<file path="src/rtl/asq_map.svh">
// register offsets, field positions, reset values and timing figures of the adc scan sequencer
`ifndef ASQ_MAP_SVH
`define ASQ_MAP_SVH
// register offsets on the host register port
`define ASQ_OFS_SRC_A 8'h6a
`define ASQ_OFS_SRC_B 8'h6b
`define ASQ_OFS_RUN 8'h6c
`define ASQ_OFS_THERM 8'h6d
`define ASQ_OFS_RES_LO 8'h6e
`define ASQ_OFS_RES_HI 8'h6f
// writable bit masks, reserved bits read as zero
`define ASQ_MASK_SRC_A 8'hff
`define ASQ_MASK_SRC_B 8'h07
`define ASQ_MASK_RUN 8'h3f
`define ASQ_MASK_THERM 8'h03
// reset values
`define ASQ_RST_SRC_A 8'h00
`define ASQ_RST_SRC_B 8'h00
`define ASQ_RST_RUN 8'h20
`define ASQ_RST_THERM 8'h02
// field positions
`define ASQ_B_IN_A 0
`define ASQ_B_IN_B 1
`define ASQ_B_TEMP_HI 7
`define ASQ_B_TEMP_LO 2
`define ASQ_B_DCD3 0
`define ASQ_B_DCD0A 1
`define ASQ_B_READ_SEL 2
`define ASQ_B_MODE 0
`define ASQ_B_TS_HI 3
`define ASQ_B_TS_LO 1
`define ASQ_B_ENABLE 4
`define ASQ_B_CLK_EN 5
`define ASQ_B_CFG 0
`define ASQ_B_POL 1
// source indices of a round
`define ASQ_CH_IN_A 4'h0
`define ASQ_CH_IN_B 4'h1
`define ASQ_NSRC 4'ha
// timing: clock period and one millisecond, both in ns
`define ASQ_CLK_NS 32'h0000_0032
`define ASQ_MS_NS 32'h000f_4240
`define ASQ_CYCLES_PER_MS (`ASQ_MS_NS / `ASQ_CLK_NS)
`define ASQ_MAX_MS_W 7
`endif

</file>
<file path="src/rtl/asq_pkg.sv">
// types shared by the adc scan sequencer
package asq_pkg;
  typedef enum logic [3:0] {
    asq_idle = 4'b0001,
    asq_pick = 4'b0010,
    asq_conv = 4'b0100,
    asq_wait = 4'b1000
  } asq_state_t;
endpackage : asq_pkg

</file>
<file path="src/rtl/asq_round_timer.sv">
// inter-round delay timer: millisecond prescaler and power-of-two millisecond count
`timescale 1ns/1ps
`default_nettype none
`include "asq_map.svh"
module asq_round_timer #(
  parameter int CYCLES_PER_MS = `ASQ_CYCLES_PER_MS,
  parameter int MS_W = `ASQ_MAX_MS_W
) (
  input wire logic mclk,
  input wire logic rst,
  input wire logic start,
  input wire logic [2:0] interval,
  output logic expired
);
  localparam int PW = (CYCLES_PER_MS > 1) ? $clog2(CYCLES_PER_MS) : 1;

  // the prescaler and the 64 ms ceiling must fit their counters
  generate
    if (CYCLES_PER_MS < 2 || MS_W < `ASQ_MAX_MS_W) begin : g_bad_cfg
      $error("asq_round_timer: unsupported prescale or width");
    end
  endgenerate

  logic [PW-1:0] pre_reg;
  logic [MS_W-1:0] ms_reg;
  logic [MS_W-1:0] target_reg;
  logic run_reg;

  // one-cycle millisecond enable; the prescaler restarts with each delay so it is exact
  wire ms_tick = run_reg && (pre_reg == PW'(CYCLES_PER_MS - 1));
  wire reached = ms_tick && ((ms_reg + MS_W'(1)) == target_reg);
  // code 001 is 1 ms, each step doubles; code 000 never reaches this timer
  wire [MS_W-1:0] target_next = MS_W'(1) << (interval - 3'h1);

  always_ff @(posedge mclk) begin
    if (rst) begin
      pre_reg <= '0;
      ms_reg <= '0;
      target_reg <= '0;
      run_reg <= 1'b0;
      expired <= 1'b0;
    end else begin
      expired <= reached;
      if (start) begin
        run_reg <= 1'b1;
        pre_reg <= '0;
        ms_reg <= '0;
        target_reg <= target_next;
      end else if (run_reg) begin
        pre_reg <= ms_tick ? '0 : pre_reg + PW'(1);
        ms_reg <= ms_tick ? ms_reg + MS_W'(1) : ms_reg;
        run_reg <= !reached;
      end
    end
  end
endmodule : asq_round_timer
`default_nettype wire

</file>
<file path="src/rtl/asq_scan_sequencer.sv">
// adc scan sequencer: source selection, round sequencing, results and thermal flag
// Function
// - with input a enabled each round converts it and stores its 10-bit result for the shared pair.
// - with input b enabled and not configured as thermal flag each round converts it and its result is readable through the pair.
// - with die temperature enabled each round measures it and writes the temperature monitor.
// - with battery voltage enabled each round measures it and writes the battery monitor.
// - with system supply enabled each round measures it and writes the supply monitor.
// - each of the five converter current enables measures that current into its own monitor.
// - the readout select bit shows input a results when clear and input b results when set.
// - repeat mode clear runs one round, set repeats rounds while the converter stays enabled.
// - setting enable starts measuring and single-round mode clears enable after the round.
// - a round converts selected sources one at a time and then, in repeat mode, waits the interval.
// - the 3-bit interval codes none, 1, 2, 4, 8, 16, 32 and 64 ms.
// - the clock enable bit, set after reset, gates the converter clock.
// - with input b configured as thermal flag the device shuts down as soon as it asserts.
// - the polarity bit, set after reset, makes the thermal flag active low when clear.
// - a result is 10 bits, low eight in the low register, top two in bits 1:0 of the high one.
`timescale 1ns/1ps
`default_nettype none
`include "asq_map.svh"
module asq_scan_sequencer #(
  parameter int CYCLES_PER_MS = `ASQ_CYCLES_PER_MS
) (
  input wire logic mclk,
  input wire logic rst,
  input wire logic [7:0] reg_addr,
  input wire logic [7:0] reg_wdata,
  input wire logic reg_wr,
  input wire logic reg_rd,
  output logic [7:0] reg_rdata,
  output logic conv_start,
  output logic [3:0] conv_channel,
  input wire logic conv_done,
  input wire logic [9:0] conv_data,
  output logic converter_clock_gate,
  output logic mon_wr,
  output logic [3:0] mon_sel,
  output logic [9:0] mon_data,
  input wire logic thermal_flag_in,
  output logic thermal_shutdown,
  output logic scan_busy
);
  // ==========================================================
  // register file
  logic [7:0] src_a_reg;
  logic [7:0] src_b_reg;
  logic [7:0] run_reg;
  logic [7:0] therm_reg;
  logic [9:0] result_a_reg;
  logic [9:0] result_b_reg;
  logic [7:0] run_next;
  asq_pkg::asq_state_t state_reg;
  asq_pkg::asq_state_t state_next;
  logic [3:0] idx_reg;
  logic [3:0] idx_next;
  logic timer_expired;

  // write decode
  wire wr_src_a = reg_wr && (reg_addr == `ASQ_OFS_SRC_A);
  wire wr_src_b = reg_wr && (reg_addr == `ASQ_OFS_SRC_B);
  wire wr_run = reg_wr && (reg_addr == `ASQ_OFS_RUN);
  wire wr_therm = reg_wr && (reg_addr == `ASQ_OFS_THERM);

  // control fields
  wire mode_repeat = run_reg[`ASQ_B_MODE];
  wire [2:0] interval = run_reg[`ASQ_B_TS_HI:`ASQ_B_TS_LO];
  wire enable_bit = run_reg[`ASQ_B_ENABLE];
  wire clk_en_bit = run_reg[`ASQ_B_CLK_EN];
  wire therm_cfg = therm_reg[`ASQ_B_CFG];
  wire thermal_flag_polarity = therm_reg[`ASQ_B_POL];
  wire read_sel = src_b_reg[`ASQ_B_READ_SEL];

  // ==========================================================
  // source mask, index 0 input a up to index 9 converter 0 phase a
  wire [9:0] src_mask = {src_b_reg[`ASQ_B_DCD0A],
                         src_b_reg[`ASQ_B_DCD3],
                         src_a_reg[`ASQ_B_TEMP_HI:`ASQ_B_TEMP_LO],
                         src_a_reg[`ASQ_B_IN_B] & ~therm_cfg,
                         src_a_reg[`ASQ_B_IN_A]};

  // ==========================================================
  // round sequencing decode
  wire run_ok = enable_bit && clk_en_bit;
  wire in_pick = (state_reg == asq_pkg::asq_pick);
  wire in_conv = (state_reg == asq_pkg::asq_conv);
  wire at_end = (idx_reg == `ASQ_NSRC);
  wire round_end = in_pick && run_ok && at_end;
  wire pick_hit = in_pick && run_ok && !at_end && src_mask[idx_reg];
  wire timer_start = round_end && mode_repeat && (interval != 3'h0);
  wire conv_store = in_conv && conv_done && clk_en_bit;
  wire store_a = conv_store && (conv_channel == `ASQ_CH_IN_A);
  wire store_b = conv_store && (conv_channel == `ASQ_CH_IN_B);
  wire store_mon = conv_store && !store_a && !store_b;

  // a software write wins over the single-round self clear of enable
  always_comb begin
    run_next = run_reg;
    if (wr_run) begin
      run_next = reg_wdata & `ASQ_MASK_RUN;
    end else if (round_end && !mode_repeat) begin
      run_next[`ASQ_B_ENABLE] = 1'b0;
    end
  end

  // control registers
  always_ff @(posedge mclk) begin
    if (rst) begin
      src_a_reg <= `ASQ_RST_SRC_A;
      src_b_reg <= `ASQ_RST_SRC_B;
      run_reg <= `ASQ_RST_RUN;
      therm_reg <= `ASQ_RST_THERM;
    end else begin
      if (wr_src_a) src_a_reg <= reg_wdata & `ASQ_MASK_SRC_A;
      if (wr_src_b) src_b_reg <= reg_wdata & `ASQ_MASK_SRC_B;
      if (wr_therm) therm_reg <= reg_wdata & `ASQ_MASK_THERM;
      run_reg <= run_next;
    end
  end

  // ==========================================================
  // scan state machine: one index per cycle, one conversion in flight at most
  always_comb begin
    state_next = state_reg;
    idx_next = idx_reg;
    case (state_reg)
      asq_pkg::asq_idle: begin
        idx_next = 4'h0;
        if (run_ok) state_next = asq_pkg::asq_pick;
      end
      asq_pkg::asq_pick: begin
        if (!run_ok) begin
          state_next = asq_pkg::asq_idle;
        end else if (at_end) begin
          idx_next = 4'h0;
          if (!mode_repeat) state_next = asq_pkg::asq_idle;
          else if (interval == 3'h0) state_next = asq_pkg::asq_pick;
          else state_next = asq_pkg::asq_wait;
        end else if (src_mask[idx_reg]) begin
          state_next = asq_pkg::asq_conv;
        end else begin
          idx_next = idx_reg + 4'h1;
        end
      end
      asq_pkg::asq_conv: begin
        // a gated converter clock never finishes, so give up the round
        if (!clk_en_bit) begin
          state_next = asq_pkg::asq_idle;
        end else if (conv_done) begin
          state_next = asq_pkg::asq_pick;
          idx_next = idx_reg + 4'h1;
        end
      end
      asq_pkg::asq_wait: begin
        if (!run_ok) state_next = asq_pkg::asq_idle;
        else if (timer_expired) state_next = asq_pkg::asq_pick;
      end
      default: begin
        state_next = asq_pkg::asq_idle;
        idx_next = 4'h0;
      end
    endcase
  end

  always_ff @(posedge mclk) begin
    if (rst) begin
      state_reg <= asq_pkg::asq_idle;
      idx_reg <= 4'h0;
    end else begin
      state_reg <= state_next;
      idx_reg <= idx_next;
    end
  end

  // inter-round delay
  asq_round_timer #(
    .CYCLES_PER_MS(CYCLES_PER_MS),
    .MS_W(`ASQ_MAX_MS_W)
  ) u_timer (
    .mclk(mclk),
    .rst(rst),
    .start(timer_start),
    .interval(interval),
    .expired(timer_expired)
  );

  // ==========================================================
  // converter handshake and result storage
  always_ff @(posedge mclk) begin
    if (rst) begin
      conv_start <= 1'b0;
      conv_channel <= 4'h0;
      mon_wr <= 1'b0;
      mon_sel <= 4'h0;
      mon_data <= 10'h000;
      result_a_reg <= 10'h000;
      result_b_reg <= 10'h000;
    end else begin
      conv_start <= pick_hit;
      if (pick_hit) conv_channel <= idx_reg;
      if (store_a) result_a_reg <= conv_data;
      if (store_b) result_b_reg <= conv_data;
      mon_wr <= store_mon;
      if (store_mon) begin
        mon_sel <= conv_channel;
        mon_data <= conv_data;
      end
    end
  end

  // ==========================================================
  // read path: selected result split over the low and high registers
  wire [9:0] sel_result = read_sel ? result_b_reg : result_a_reg;
  wire [7:0] rd_mux =
    (reg_addr == `ASQ_OFS_SRC_A) ? src_a_reg :
    (reg_addr == `ASQ_OFS_SRC_B) ? src_b_reg :
    (reg_addr == `ASQ_OFS_RUN) ? run_reg :
    (reg_addr == `ASQ_OFS_THERM) ? therm_reg :
    (reg_addr == `ASQ_OFS_RES_LO) ? sel_result[7:0] :
    (reg_addr == `ASQ_OFS_RES_HI) ? {6'h00, sel_result[9:8]} :
    8'h00;

  // thermal flag: active level chosen by polarity, only in flag configuration
  wire therm_active = therm_cfg && (thermal_flag_in == thermal_flag_polarity);

  // registered outputs
  always_ff @(posedge mclk) begin
    if (rst) begin
      reg_rdata <= 8'h00;
      converter_clock_gate <= 1'b1;
      thermal_shutdown <= 1'b0;
      scan_busy <= 1'b0;
    end else begin
      if (reg_rd) reg_rdata <= rd_mux;
      converter_clock_gate <= clk_en_bit;
      thermal_shutdown <= therm_active;
      scan_busy <= (state_next != asq_pkg::asq_idle);
    end
  end
endmodule : asq_scan_sequencer
`default_nettype wire

</file>
<file path="config.mk">
export PLATFORM = sky130hd
export DESIGN_NAME = asq_scan_sequencer
export DESIGN_NICKNAME = d
export VERILOG_FILES = /design/src/rtl/asq_pkg.sv /design/src/rtl/asq_round_timer.sv /design/src/rtl/asq_scan_sequencer.sv
export VERILOG_INCLUDE_DIRS = /design/src /design/src/rtl
export SDC_FILE = /design/constraint.sdc
export NUM_CORES = 1
export LEC_CHECK = 0
export BUFFER_PORTS_ARGS = -buffer_cell sky130_fd_sc_hd__buf_2
export CAP_MARGIN = 20
export CORE_MARGIN = 3
export CORE_UTILIZATION = 28
export CTS_BUF_LIST = sky130_fd_sc_hd__clkbuf_2
export CTS_CLUSTER_DIAMETER = 80
export DETAILED_ROUTE_END_ITERATION = 12
export PLACE_DENSITY = 0.45
export SLEW_MARGIN = 25
export SYNTH_ARGS = -nofsm -noshare
export SYNTH_HDL_FRONTEND = slang
export SYNTH_SLANG_ARGS = --single-unit
export TNS_END_PERCENT = 5
</file>
<file path="constraint.sdc">
create_clock -name mclk -period 3.2 [get_ports mclk]
set_clock_uncertainty 0.1 [all_clocks]
set_input_delay 0.16 -clock mclk [delete_from_list [all_inputs] [get_ports mclk]]
set_output_delay 0.16 -clock mclk [all_outputs]
set_load 0.1 [all_outputs]
</file>
==> results of run 1 <==
-- layout make-up --
class | count | share of cell area [%]
timing repair buffer | 106 | 11.89
antenna | 1 | 0.04044
clock inverter | 7 | 1.658
sequential | 109 | 35.26
multi-input combinational | 428 | 45.19
inverter | 10 | 0.6066
clock buffer | 9 | 0.7279
tap | 229 | 4.630
-- power by group --
part	leakage [nW]	switching [W]	total, W	internal, W
Sequential	0.878	0.00000530	0.00137	0.00137
Combinational	1.31	0.0000772	0.000135	0.0000576
Clock	0.0835	0.000484	0.000753	0.000269
Total	2.27	0.000567	0.00226	0.00170
-- worst paths after layout --
kind,start,depth (start not counted),to,slack [ns]
worst max register to register,state_reg[3]$_SDFF_PP0_,6,u_timer.pre_reg[13]$_SDFFE_PP0P_,0.52
worst max-delay path,reg_addr[2],9,run_reg[4]$_SDFFE_PP0P_,0.34
worst min register to register,reg_rdata[7]$_SDFFE_PP0P_,2,reg_rdata[7]$_SDFFE_PP0P_,0.37
worst min-delay path,reg_addr[3],7,reg_rdata[6]$_SDFFE_PP0P_,0.09
-- critical path: stages --
cell	delay, ns
dlygate4sd3_1	0.52
buf_2	0.11
inv_1	0.03
or3_1	0.57
nor4b_4	0.60
nand2_1	0.10
dlygate4sd3_1	0.57
a21oi_1	0.12
dlygate4sd3_1	0.56
-- cells by family after synthesis --
family / Yosys count / synth area share, %
flops: 109 / 42.19
buf+inv: 46 / 3.967
compound gates: 97 / 12.31
fa+ha+maj: 4 / 0.9676
mux: 59 / 11.78
xor+xnor: 28 / 5.007
simple gates: 240 / 23.78
-- cells in the mapped netlist (all sizes together), types with 2 or more instances --
cell	count	share of area, %
a31oi	7	0.85
nor3	16	1.7
nand3b	3	0.44
or4b	2	0.46
or3	8	0.97
nor4b	6	1.4
o32ai	2	0.34
a22oi	7	1.0
a21o	3	0.46
nor2b	4	0.48
nand2b	6	0.73
or2	3	0.36
mux2i	53	10
or4	4	0.58
ha	4	0.97
clkbuf	22	1.6
o211ai	5	0.82
a21oi	40	3.9
inv	9	0.65
a2bb2oi	2	0.34
buf	14	1.6
xnor2	11	1.9
or3b	3	0.51
and2	4	0.48
o21ai	11	1.1
a221oi	5	0.85
and3	5	0.60
o2bb2ai	5	0.85
nand4b	3	0.51
nor4	4	0.48
nand2	51	3.7
nor3b	5	0.73
xor2	16	2.7
mux2	5	1.1
nand3	21	2.0
nor2	80	5.9
o31ai	3	0.53
dfxtp	109	42
nand4	8	0.97
-- per-stage QoR --
step                util, %  setup slack, ns  cells  power (W)  cell area (um^2)
CTS                   34.32           0.4113    898   0.002313              6186
finish                34.33           0.3381    899   0.002263              6188
global route          34.33           0.2463    899   0.002370              6188
detailed placement    31.39           0.5757    844   0.001509              5658
floorplan                 -            1.057    583   0.001461              5172
global placement      31.39           0.6306    844   0.001508              5658
-- metal layers --
| layer | track usage, % | part of all wire, % |
|---|---|---|
| met2 | 22.59 | 48 |
| met5 | 0 | 0 |
| met1 | 17.70 | 48 |
| met4 | 3.586 | 1.0 |
| met3 | 3.202 | 3.2 |
==> results_dict.tcl, run 1 <==
set metrics [dict create \
    fin_nets 700 \
    via_per_inst 4.882 \
    synth.distinct_cells 66 \
    track_usage_pct 13.55 \
    avgRoutedWirePerCell_um 15.01 \
    grt_pass1_wl_um 21870 \
    status "finished clean" \
    die-area_mm2 0.02014 \
    avgSynthCellArea_um2 8.872 \
    holdBufCountCts 38 \
    cp-start-kind "primary input" \
    antenna_found_initial 1 \
    crit_fanout 12 \
    clockBufferDepth 2 \
    boundaryPins 63 \
    synth_cells 583 \
    ys_seq_area_share_pct 42.19 \
    fp.dieH_um 141.9 \
    ir_drop_v 0.0002250 \
    die_w_um 141.9 \
    gr-total-overflow 0 \
    clk_pin_slew_ns 0.31 \
    worst_ep_required_time_ns 3.69 \
    yosysWarnings 0 \
    final_cell_mix "dfxtp_1, nor2_1, buf_2" \
    cts.sinks 109 \
    start_util_pct 28.70 \
    syn_nets 619 \
    tightest_slew_ns 0.8147 \
    hold_path.class "in2reg" \
    drt_wl_total_um 13490 \
    ant_nets 0 \
    timing.max_slew.rel_slack_pct 45.69 \
    post-route-period-util_pct 89.43 \
    async_flop_share_pct 0 \
    rows 49 \
    slew_violations 0 \
    syn2layout_area_growth_pct 19.64 \
    maxCapViolations 0 \
    cts_setup_buffers 0 \
    drive_above_1_share_pct 16.59 \
    setup_viol 0 \
    ys_ff_latch 109 \
    insertion_delay_ns 0.61 \
    cts-buffers-inserted 9 \
    seq_area_mm2 0.002182 \
    timing.fmax_mhz 349.4 \
    multi_input_comb_area_mm2 0.002796 \
    gp_congestion 0.7834 \
    fin_crit_ns 2.862 \
    rsz0062_at_grt "no" \
    grt_max_degree 78 \
    io_buffers 62 \
    largest_register_ffs 15 \
    syn_area_mm2 0.005172 \
    vias 4389 \
    cts_tree "built" \
    hold_viol 0 \
    tns_ns 0 \
    core_area_mm2 0.01802 \
    fillers 1895 \
    cts-root-buf "clkbuf_2" \
    first_pass_iters 4 \
    ys.flop_type "dfxtp_1" \
    p_leak_nw 2.274 \
    synth_edf_count 0 \
    grt_pass1_vias 4209 \
    endpoint_kind "flop" \
    power.density_mw_per_mm2 365.6 \
    hold_slack_ns 0.08524 \
    cts_resized 0 \
    htreeDepth 3 \
    layout_commonest_cell "dfxtp_1" \
    dp_hpwl_um 9805 \
    critPathKind "in2reg" \
    arrival_ns 3.36 \
    drt-initial-drc-count 194 \
    drc 0 \
]
Power figures use the tool's default switching activity.
==> inputs of run 2 (changes only) <==
Settings changed: CORE_UTILIZATION 28 to 50, PLACE_DENSITY 0.45 to 0.75.
==> results_dict.tcl, run 2 (same netlist as run 1, synthesis figures left out) <==
set metrics [dict create \
    status "finished clean" \
    rrSetupSlack_ns 0.53 \
    final_cell_mix "dfxtp_1, nor2_1, buf_2" \
    utilization_pct 61.04 \
    grt_pass1_wl_um 21330 \
    antenna_found_initial 0 \
    cts-root-buf "clkbuf_2" \
    die-area_mm2 0.01160 \
    max_stage_delay_ns 0.61 \
    insertion_delay_ns 0.63 \
    via_per_inst 5.698 \
    dr_wl_met3_um 520 \
    met2_length_um 6526 \
    drc 0 \
    hold_start "reg_addr[3]" \
    endpoint_kind "flop" \
    clk_pin_slew_ns 0.28 \
    power_frac_comb_pct 6.0 \
    ant_nets 0 \
    gr-total-overflow 0 \
    switching_share_pct 24.52 \
    timing.fmax_mhz 340.2 \
    vias 4570 \
    critPathKind "in2reg" \
    track_usage_pct 22.94 \
    timing.max_slew.rel_slack_pct 47.06 \
    hold_path.class "in2reg" \
    gp_congestion 0.8525 \
    hold_slack_ns 0.05578 \
    rr_worst_depth 6 \
    fin_crit_ns 2.939 \
    power_w 0.002257 \
    fin_ws_ns 0.2608 \
    cts-buffers-inserted 9 \
    first_pass_iters 4 \
    top_layer_used "met4" \
    rsz0062_at_grt "no" \
    setup_viol 0 \
    crit_chain "dlygate4sd3_1, buf_2, inv_1, or3_1, nor4b_4, mux2i_1, dlygate4sd3_1, nand2_1, dlygate4sd3_1" \
    worst_r2r_endpoint "u_timer.pre_reg[10]$_SDFFE_PP0P_" \
    worst_ep_required_time_ns 3.65 \
    p_leak_nw 2.278 \
    largest_register_ffs 15 \
    cts_tree "built" \
    post-route-period-util_pct 91.85 \
    core_area_mm2 0.009910 \
    layout_commonest_cell "dfxtp_1" \
    seq_power_share_pct 60.9 \
    grt_max_degree 78 \
    avgRoutedWirePerCell_um 15.90 \
    power.density_mw_per_mm2 373.2 \
    die_w_um 107.7 \
    hold_depth 7 \
    start_util_pct 52.20 \
    boundaryPins 63 \
    cts_resized 0 \
    drt_wl_total_um 12750 \
    drive_above_1_share_pct 16.47 \
    hold_viol 0 \
    cp-start-kind "primary input" \
    crit_fanout 12 \
    cp_slowest_cell "nor4b_4" \
    met1_length_um 5413 \
    rows 36 \
    power_frac_clock_pct 33.1 \
    place_ws_ns 0.5955 \
    slew_violations 0 \
    fp.dieH_um 107.7 \
    tightest_slew_ns 0.7940 \
    maxCapViolations 0 \
    grt_pass1_vias 4445 \
    p_int_w 0.001704 \
    clockBufferDepth 2 \
    r2r-start "state_reg[1]$_SDFF_PP0_" \
    arrival_ns 3.38 \
    tns_ns 0 \
    crit_top_cell "dlygate4sd3_1" \
    htreeDepth 3 \
    ir_drop_v 0.0003658 \
    drt-initial-drc-count 353 \
    dp_hpwl_um 8793 \
    syn2layout_area_growth_pct 16.93 \
    cts.sinks 109 \
    switchingPower_w 0.0005535 \
    fin_nets 699 \
    io_buffers 62 \
    whs_endpoint "reg_rdata[6]$_SDFFE_PP0P_" \
]
-- run 2: repair_timing --
item	CTS	global route
endpoints found under the hold margin	63	0
hold buffers	37	0
buffers inserted	0	0
-- run 2: worst max path at each step --
stage          slack [ns]                     from  cells past startpoint                                to
2_1_floorplan        1.06  state_reg[0]$_SDFF_PP1_                      8  u_timer.pre_reg[11]$_SDFFE_PP0P_
3_3_place_gp         0.69  state_reg[3]$_SDFF_PP0_                      6  u_timer.pre_reg[10]$_SDFFE_PP0P_
3_5_place_dp         0.60  state_reg[1]$_SDFF_PP0_                      6  u_timer.pre_reg[10]$_SDFFE_PP0P_
4_1_cts              0.32              reg_addr[2]                      9           run_reg[5]$_SDFFE_PP1P_
5_1_grt              0.17              reg_addr[2]                      9           run_reg[5]$_SDFFE_PP1P_
6_report             0.26              reg_addr[2]                      9           run_reg[5]$_SDFFE_PP1P_
-- run 2: layout make-up --
class | instances | area (um^2)
antenna | 1 | 2.502
clock buffer | 11 | 55.05
clock inverter | 5 | 88.84
fill | 859 | 3861
inverter | 10 | 37.54
multi-input combinational | 428 | 2790
sequential | 109 | 2182
tap | 133 | 166.4
timing repair buffer | 105 | 725.7
-- run 2: power by group through the flow --
stage               Clock [W]  Sequential (W)  Combinational [W]
CTS                  0.000762         0.00137           0.000132
detailed placement          0         0.00140           0.000108
global placement            0         0.00140           0.000105
global route         0.000813         0.00138           0.000147
finish               0.000747         0.00137           0.000135
floorplan                   0         0.00140          0.0000567
-- run 2: through the flow --
step                      area [um^2]  cells
final                            6048    802
after floorplan                  5172    583
after detailed placement         5532    748
after global placement           5532    748
after global routing             6046    801
after CTS                        6046    801
-- run 2: worst max-delay path, delay by kind of cell --
family | cells | cell delay (ns)
buffers and inverters | 5 | 1.78
multiplexers | 1 | 0.24
AND/OR/NAND/NOR | 3 | 1.21
-- run 2: metal layers --
| layer | global-route usage (%) | vias up |
|---|---|---|
| met3 | 6.119 | 26 |
| met2 | 39.88 | 112 |
| met5 | 0 | - |
| met4 | 7.935 | 0 |
| li1 | - | 2229 |
| met1 | 27.18 | 2203 |
==> inputs of run 3 (changes only) <==
Settings changed: ABC_AREA set to 1.
Clock period 3.2 ns to 3.5 ns, I/O delays scaled along.
==> results_dict.tcl, run 3 <==
set metrics [dict create \
    status "finished clean" \
    max_stage_delay_ns 0.64 \
    arrival_ns 2.95 \
    cp-start-kind "primary input" \
    power_w 0.001883 \
    gp_congestion 0.9638 \
    p_leak_nw 2.452 \
    syn2layout_area_growth_pct 16.27 \
    ir_drop_v 0.0002029 \
    die-area_mm2 0.01112 \
    boundaryPins 63 \
    seq_area_mm2 0.002182 \
    ys_seq_area_share_pct 44.13 \
    ant_nets 0 \
    placed_cells 846 \
    cp_slowest_cell "dlygate4sd3_1" \
    endpoint_kind "flop" \
    ys_top_cells_by_area "dfxtp_1, nand2_1, a21oi_1" \
    final_cell_mix "nand2_1, dfxtp_1, a21oi_1" \
    synthTopCellsByCount "nand2_1, dfxtp_1, a21oi_1" \
    tns_ns 0 \
    maxCapViolations 0 \
    slew_violations 0 \
    synth.distinct_cells 38 \
    utilization_pct 61.06 \
    fin_nets 797 \
    power.density_mw_per_mm2 327.6 \
    antenna_found_initial 0 \
    avgSynthCellArea_um2 7.315 \
    rsz0062_at_grt "no" \
    clk_pin_slew_ns 0.27 \
    via_per_inst 5.332 \
    critPathKind "in2reg" \
    grt_pass1_vias 4567 \
    drt_wl_total_um 12190 \
    tightest_slew_ns 0.6688 \
    fillers 856 \
    dp_hpwl_um 8453 \
    first_pass_iters 6 \
    grt_max_degree 53 \
    htreeDepth 3 \
    synth_top_cell_by_area "dfxtp_1" \
    clockBufferDepth 2 \
    hold_viol 0 \
    io_buffers 62 \
    rrSetupSlack_ns 1.45 \
    hold_depth 6 \
    synth_cells 676 \
    syn_area_mm2 0.004945 \
    largest_register_ffs 15 \
    worst_ep_required_time_ns 3.91 \
    avgRoutedWirePerCell_um 13.62 \
    core_area_mm2 0.009415 \
    drt-initial-drc-count 370 \
    yosysWarnings 0 \
    worst_r2r_endpoint "u_timer.target_reg[6]$_SDFFE_PP0P_" \
    layout_commonest_cell "nand2_1" \
    ys.flop_type "dfxtp_1" \
    die_w_um 105.4 \
    cts.sinks 109 \
    drc 0 \
    insertion_delay_ns 0.58 \
    hold_start "reg_addr[2]" \
    post-route-period-util_pct 72.62 \
    crit_top_cell "dlygate4sd3_1" \
    setup_viol 0 \
    multi_input_comb_area_mm2 0.002399 \
    rr_worst_depth 8 \
    hold_path.class "in2reg" \
    insertedDiodeCount 0 \
    stdcell_count 895 \
    rows 35 \
    gr-total-overflow 0 \
    crit_fanout 9 \
    async_flop_share_pct 0 \
    cts_setup_buffers 0 \
    crit_chain "dlygate4sd3_1, buf_2, nor3_4, dlygate4sd3_1, nand2_1, nor2_1, o21ai_0, a21oi_1, dlygate4sd3_1" \
    synth_top_cell_area_share_pct 44.13 \
    ys_ff_latch 109 \
    yosysMostFrequentCell "nand2_1" \
    fp.dieH_um 105.4 \
    track_usage_pct 22.19 \
    grt_pass1_wl_um 20640 \
    timing.fmax_mhz 393.4 \
    cts-buffers-inserted 9 \
    cts_tree "built" \
    whs_endpoint "reg_rdata[2]$_SDFFE_PP0P_" \
    vias 4772 \
    syn_nets 712 \
    drive_above_1_share_pct 13.97 \
    cts-root-buf "clkbuf_2" \
    start_util_pct 52.52 \
    timing.max_slew.rel_slack_pct 55.27 \
    hold_slack_ns 0.08217 \
    synth_edf_count 0 \
    fin_crit_ns 2.542 \
    r2r-start "idx_reg[1]$_SDFFE_PP0P_" \
]
## run 3: how the worst max path moves through the flow
stage                                  from                            to  slack, ns  cells past startpoint
4_1_cts                         reg_addr[4]     therm_reg[0]$_SDFFE_PP0P_       1.07                      9
3_5_place_dp        state_reg[1]$_SDFF_PP0_  result_b_reg[2]$_SDFFE_PP0P_       1.28                      7
5_1_grt                         reg_addr[4]     therm_reg[0]$_SDFFE_PP0P_       0.78                      9
3_3_place_gp        state_reg[1]$_SDFF_PP0_  result_b_reg[9]$_SDFFE_PP0P_       1.41                      7
6_report                        reg_addr[4]     therm_reg[0]$_SDFFE_PP0P_       0.96                      9
2_1_floorplan  conv_channel[1]$_SDFFE_PP0P_      mon_data[0]$_SDFFE_PP0P_       1.42                      6
## run 3: report_power, final
part           leakage, nW  internal, W  switching (W)  total, W
logic                 1.52    0.0000463      0.0000835  0.000130
clock network       0.0532    0.0000941       0.000406  0.000501
registers            0.879      0.00125     0.00000266   0.00125
## run 3: per-stage QoR
| step | instance area [um^2] | setup slack (ns) |
|---|---|---|
| global route | 5749 | 0.7821 |
| detailed placement | 5316 | 1.280 |
| floorplan | 4945 | 1.424 |
| finish | 5749 | 0.9582 |
| global placement | 5316 | 1.411 |
| CTS | 5737 | 1.067 |
## run 3: timing repair
item                                   in CTS  in global routing
resized for setup                           0                  0
hold buffers                               33                  0
endpoints found under the hold margin      72                  0
## run 3: final cells by class
class,instances,share of cell area (%)
clock buffer,10,0.8705
sequential,109,37.95
multi-input combinational,474,41.72
timing repair buffer,96,11.27
tap,129,2.807
inverter,71,4.679
clock inverter,6,0.6964
## run 3: logic make-up after synthesis
family | after synthesis | synth area share, %
buf+inv | 93 | 7.616
simple gates | 283 | 26.16
mux | 3 | 0.6073
xor+xnor | 12 | 2.125
fa+ha+maj | 4 | 1.012
flops | 109 | 44.13
compound gates | 172 | 18.35
## run 3: worst max-delay path, delay by kind of cell
family          cells  cell delay, ns
simple gates        3            0.65
compound gates      2            0.27
buf+inv             4            1.85
## run 3: layer usage
metal / vias up / GRT usage [%] / part of all wire (%)
li1: 2405 / - / -
met2: 160 / 38.21 / 49
met4: 0 / 7.498 / 2.3
met5: - / 0 / 0
met1: 2180 / 27.88 / 44
met3: 27 / 4.042 / 5.0
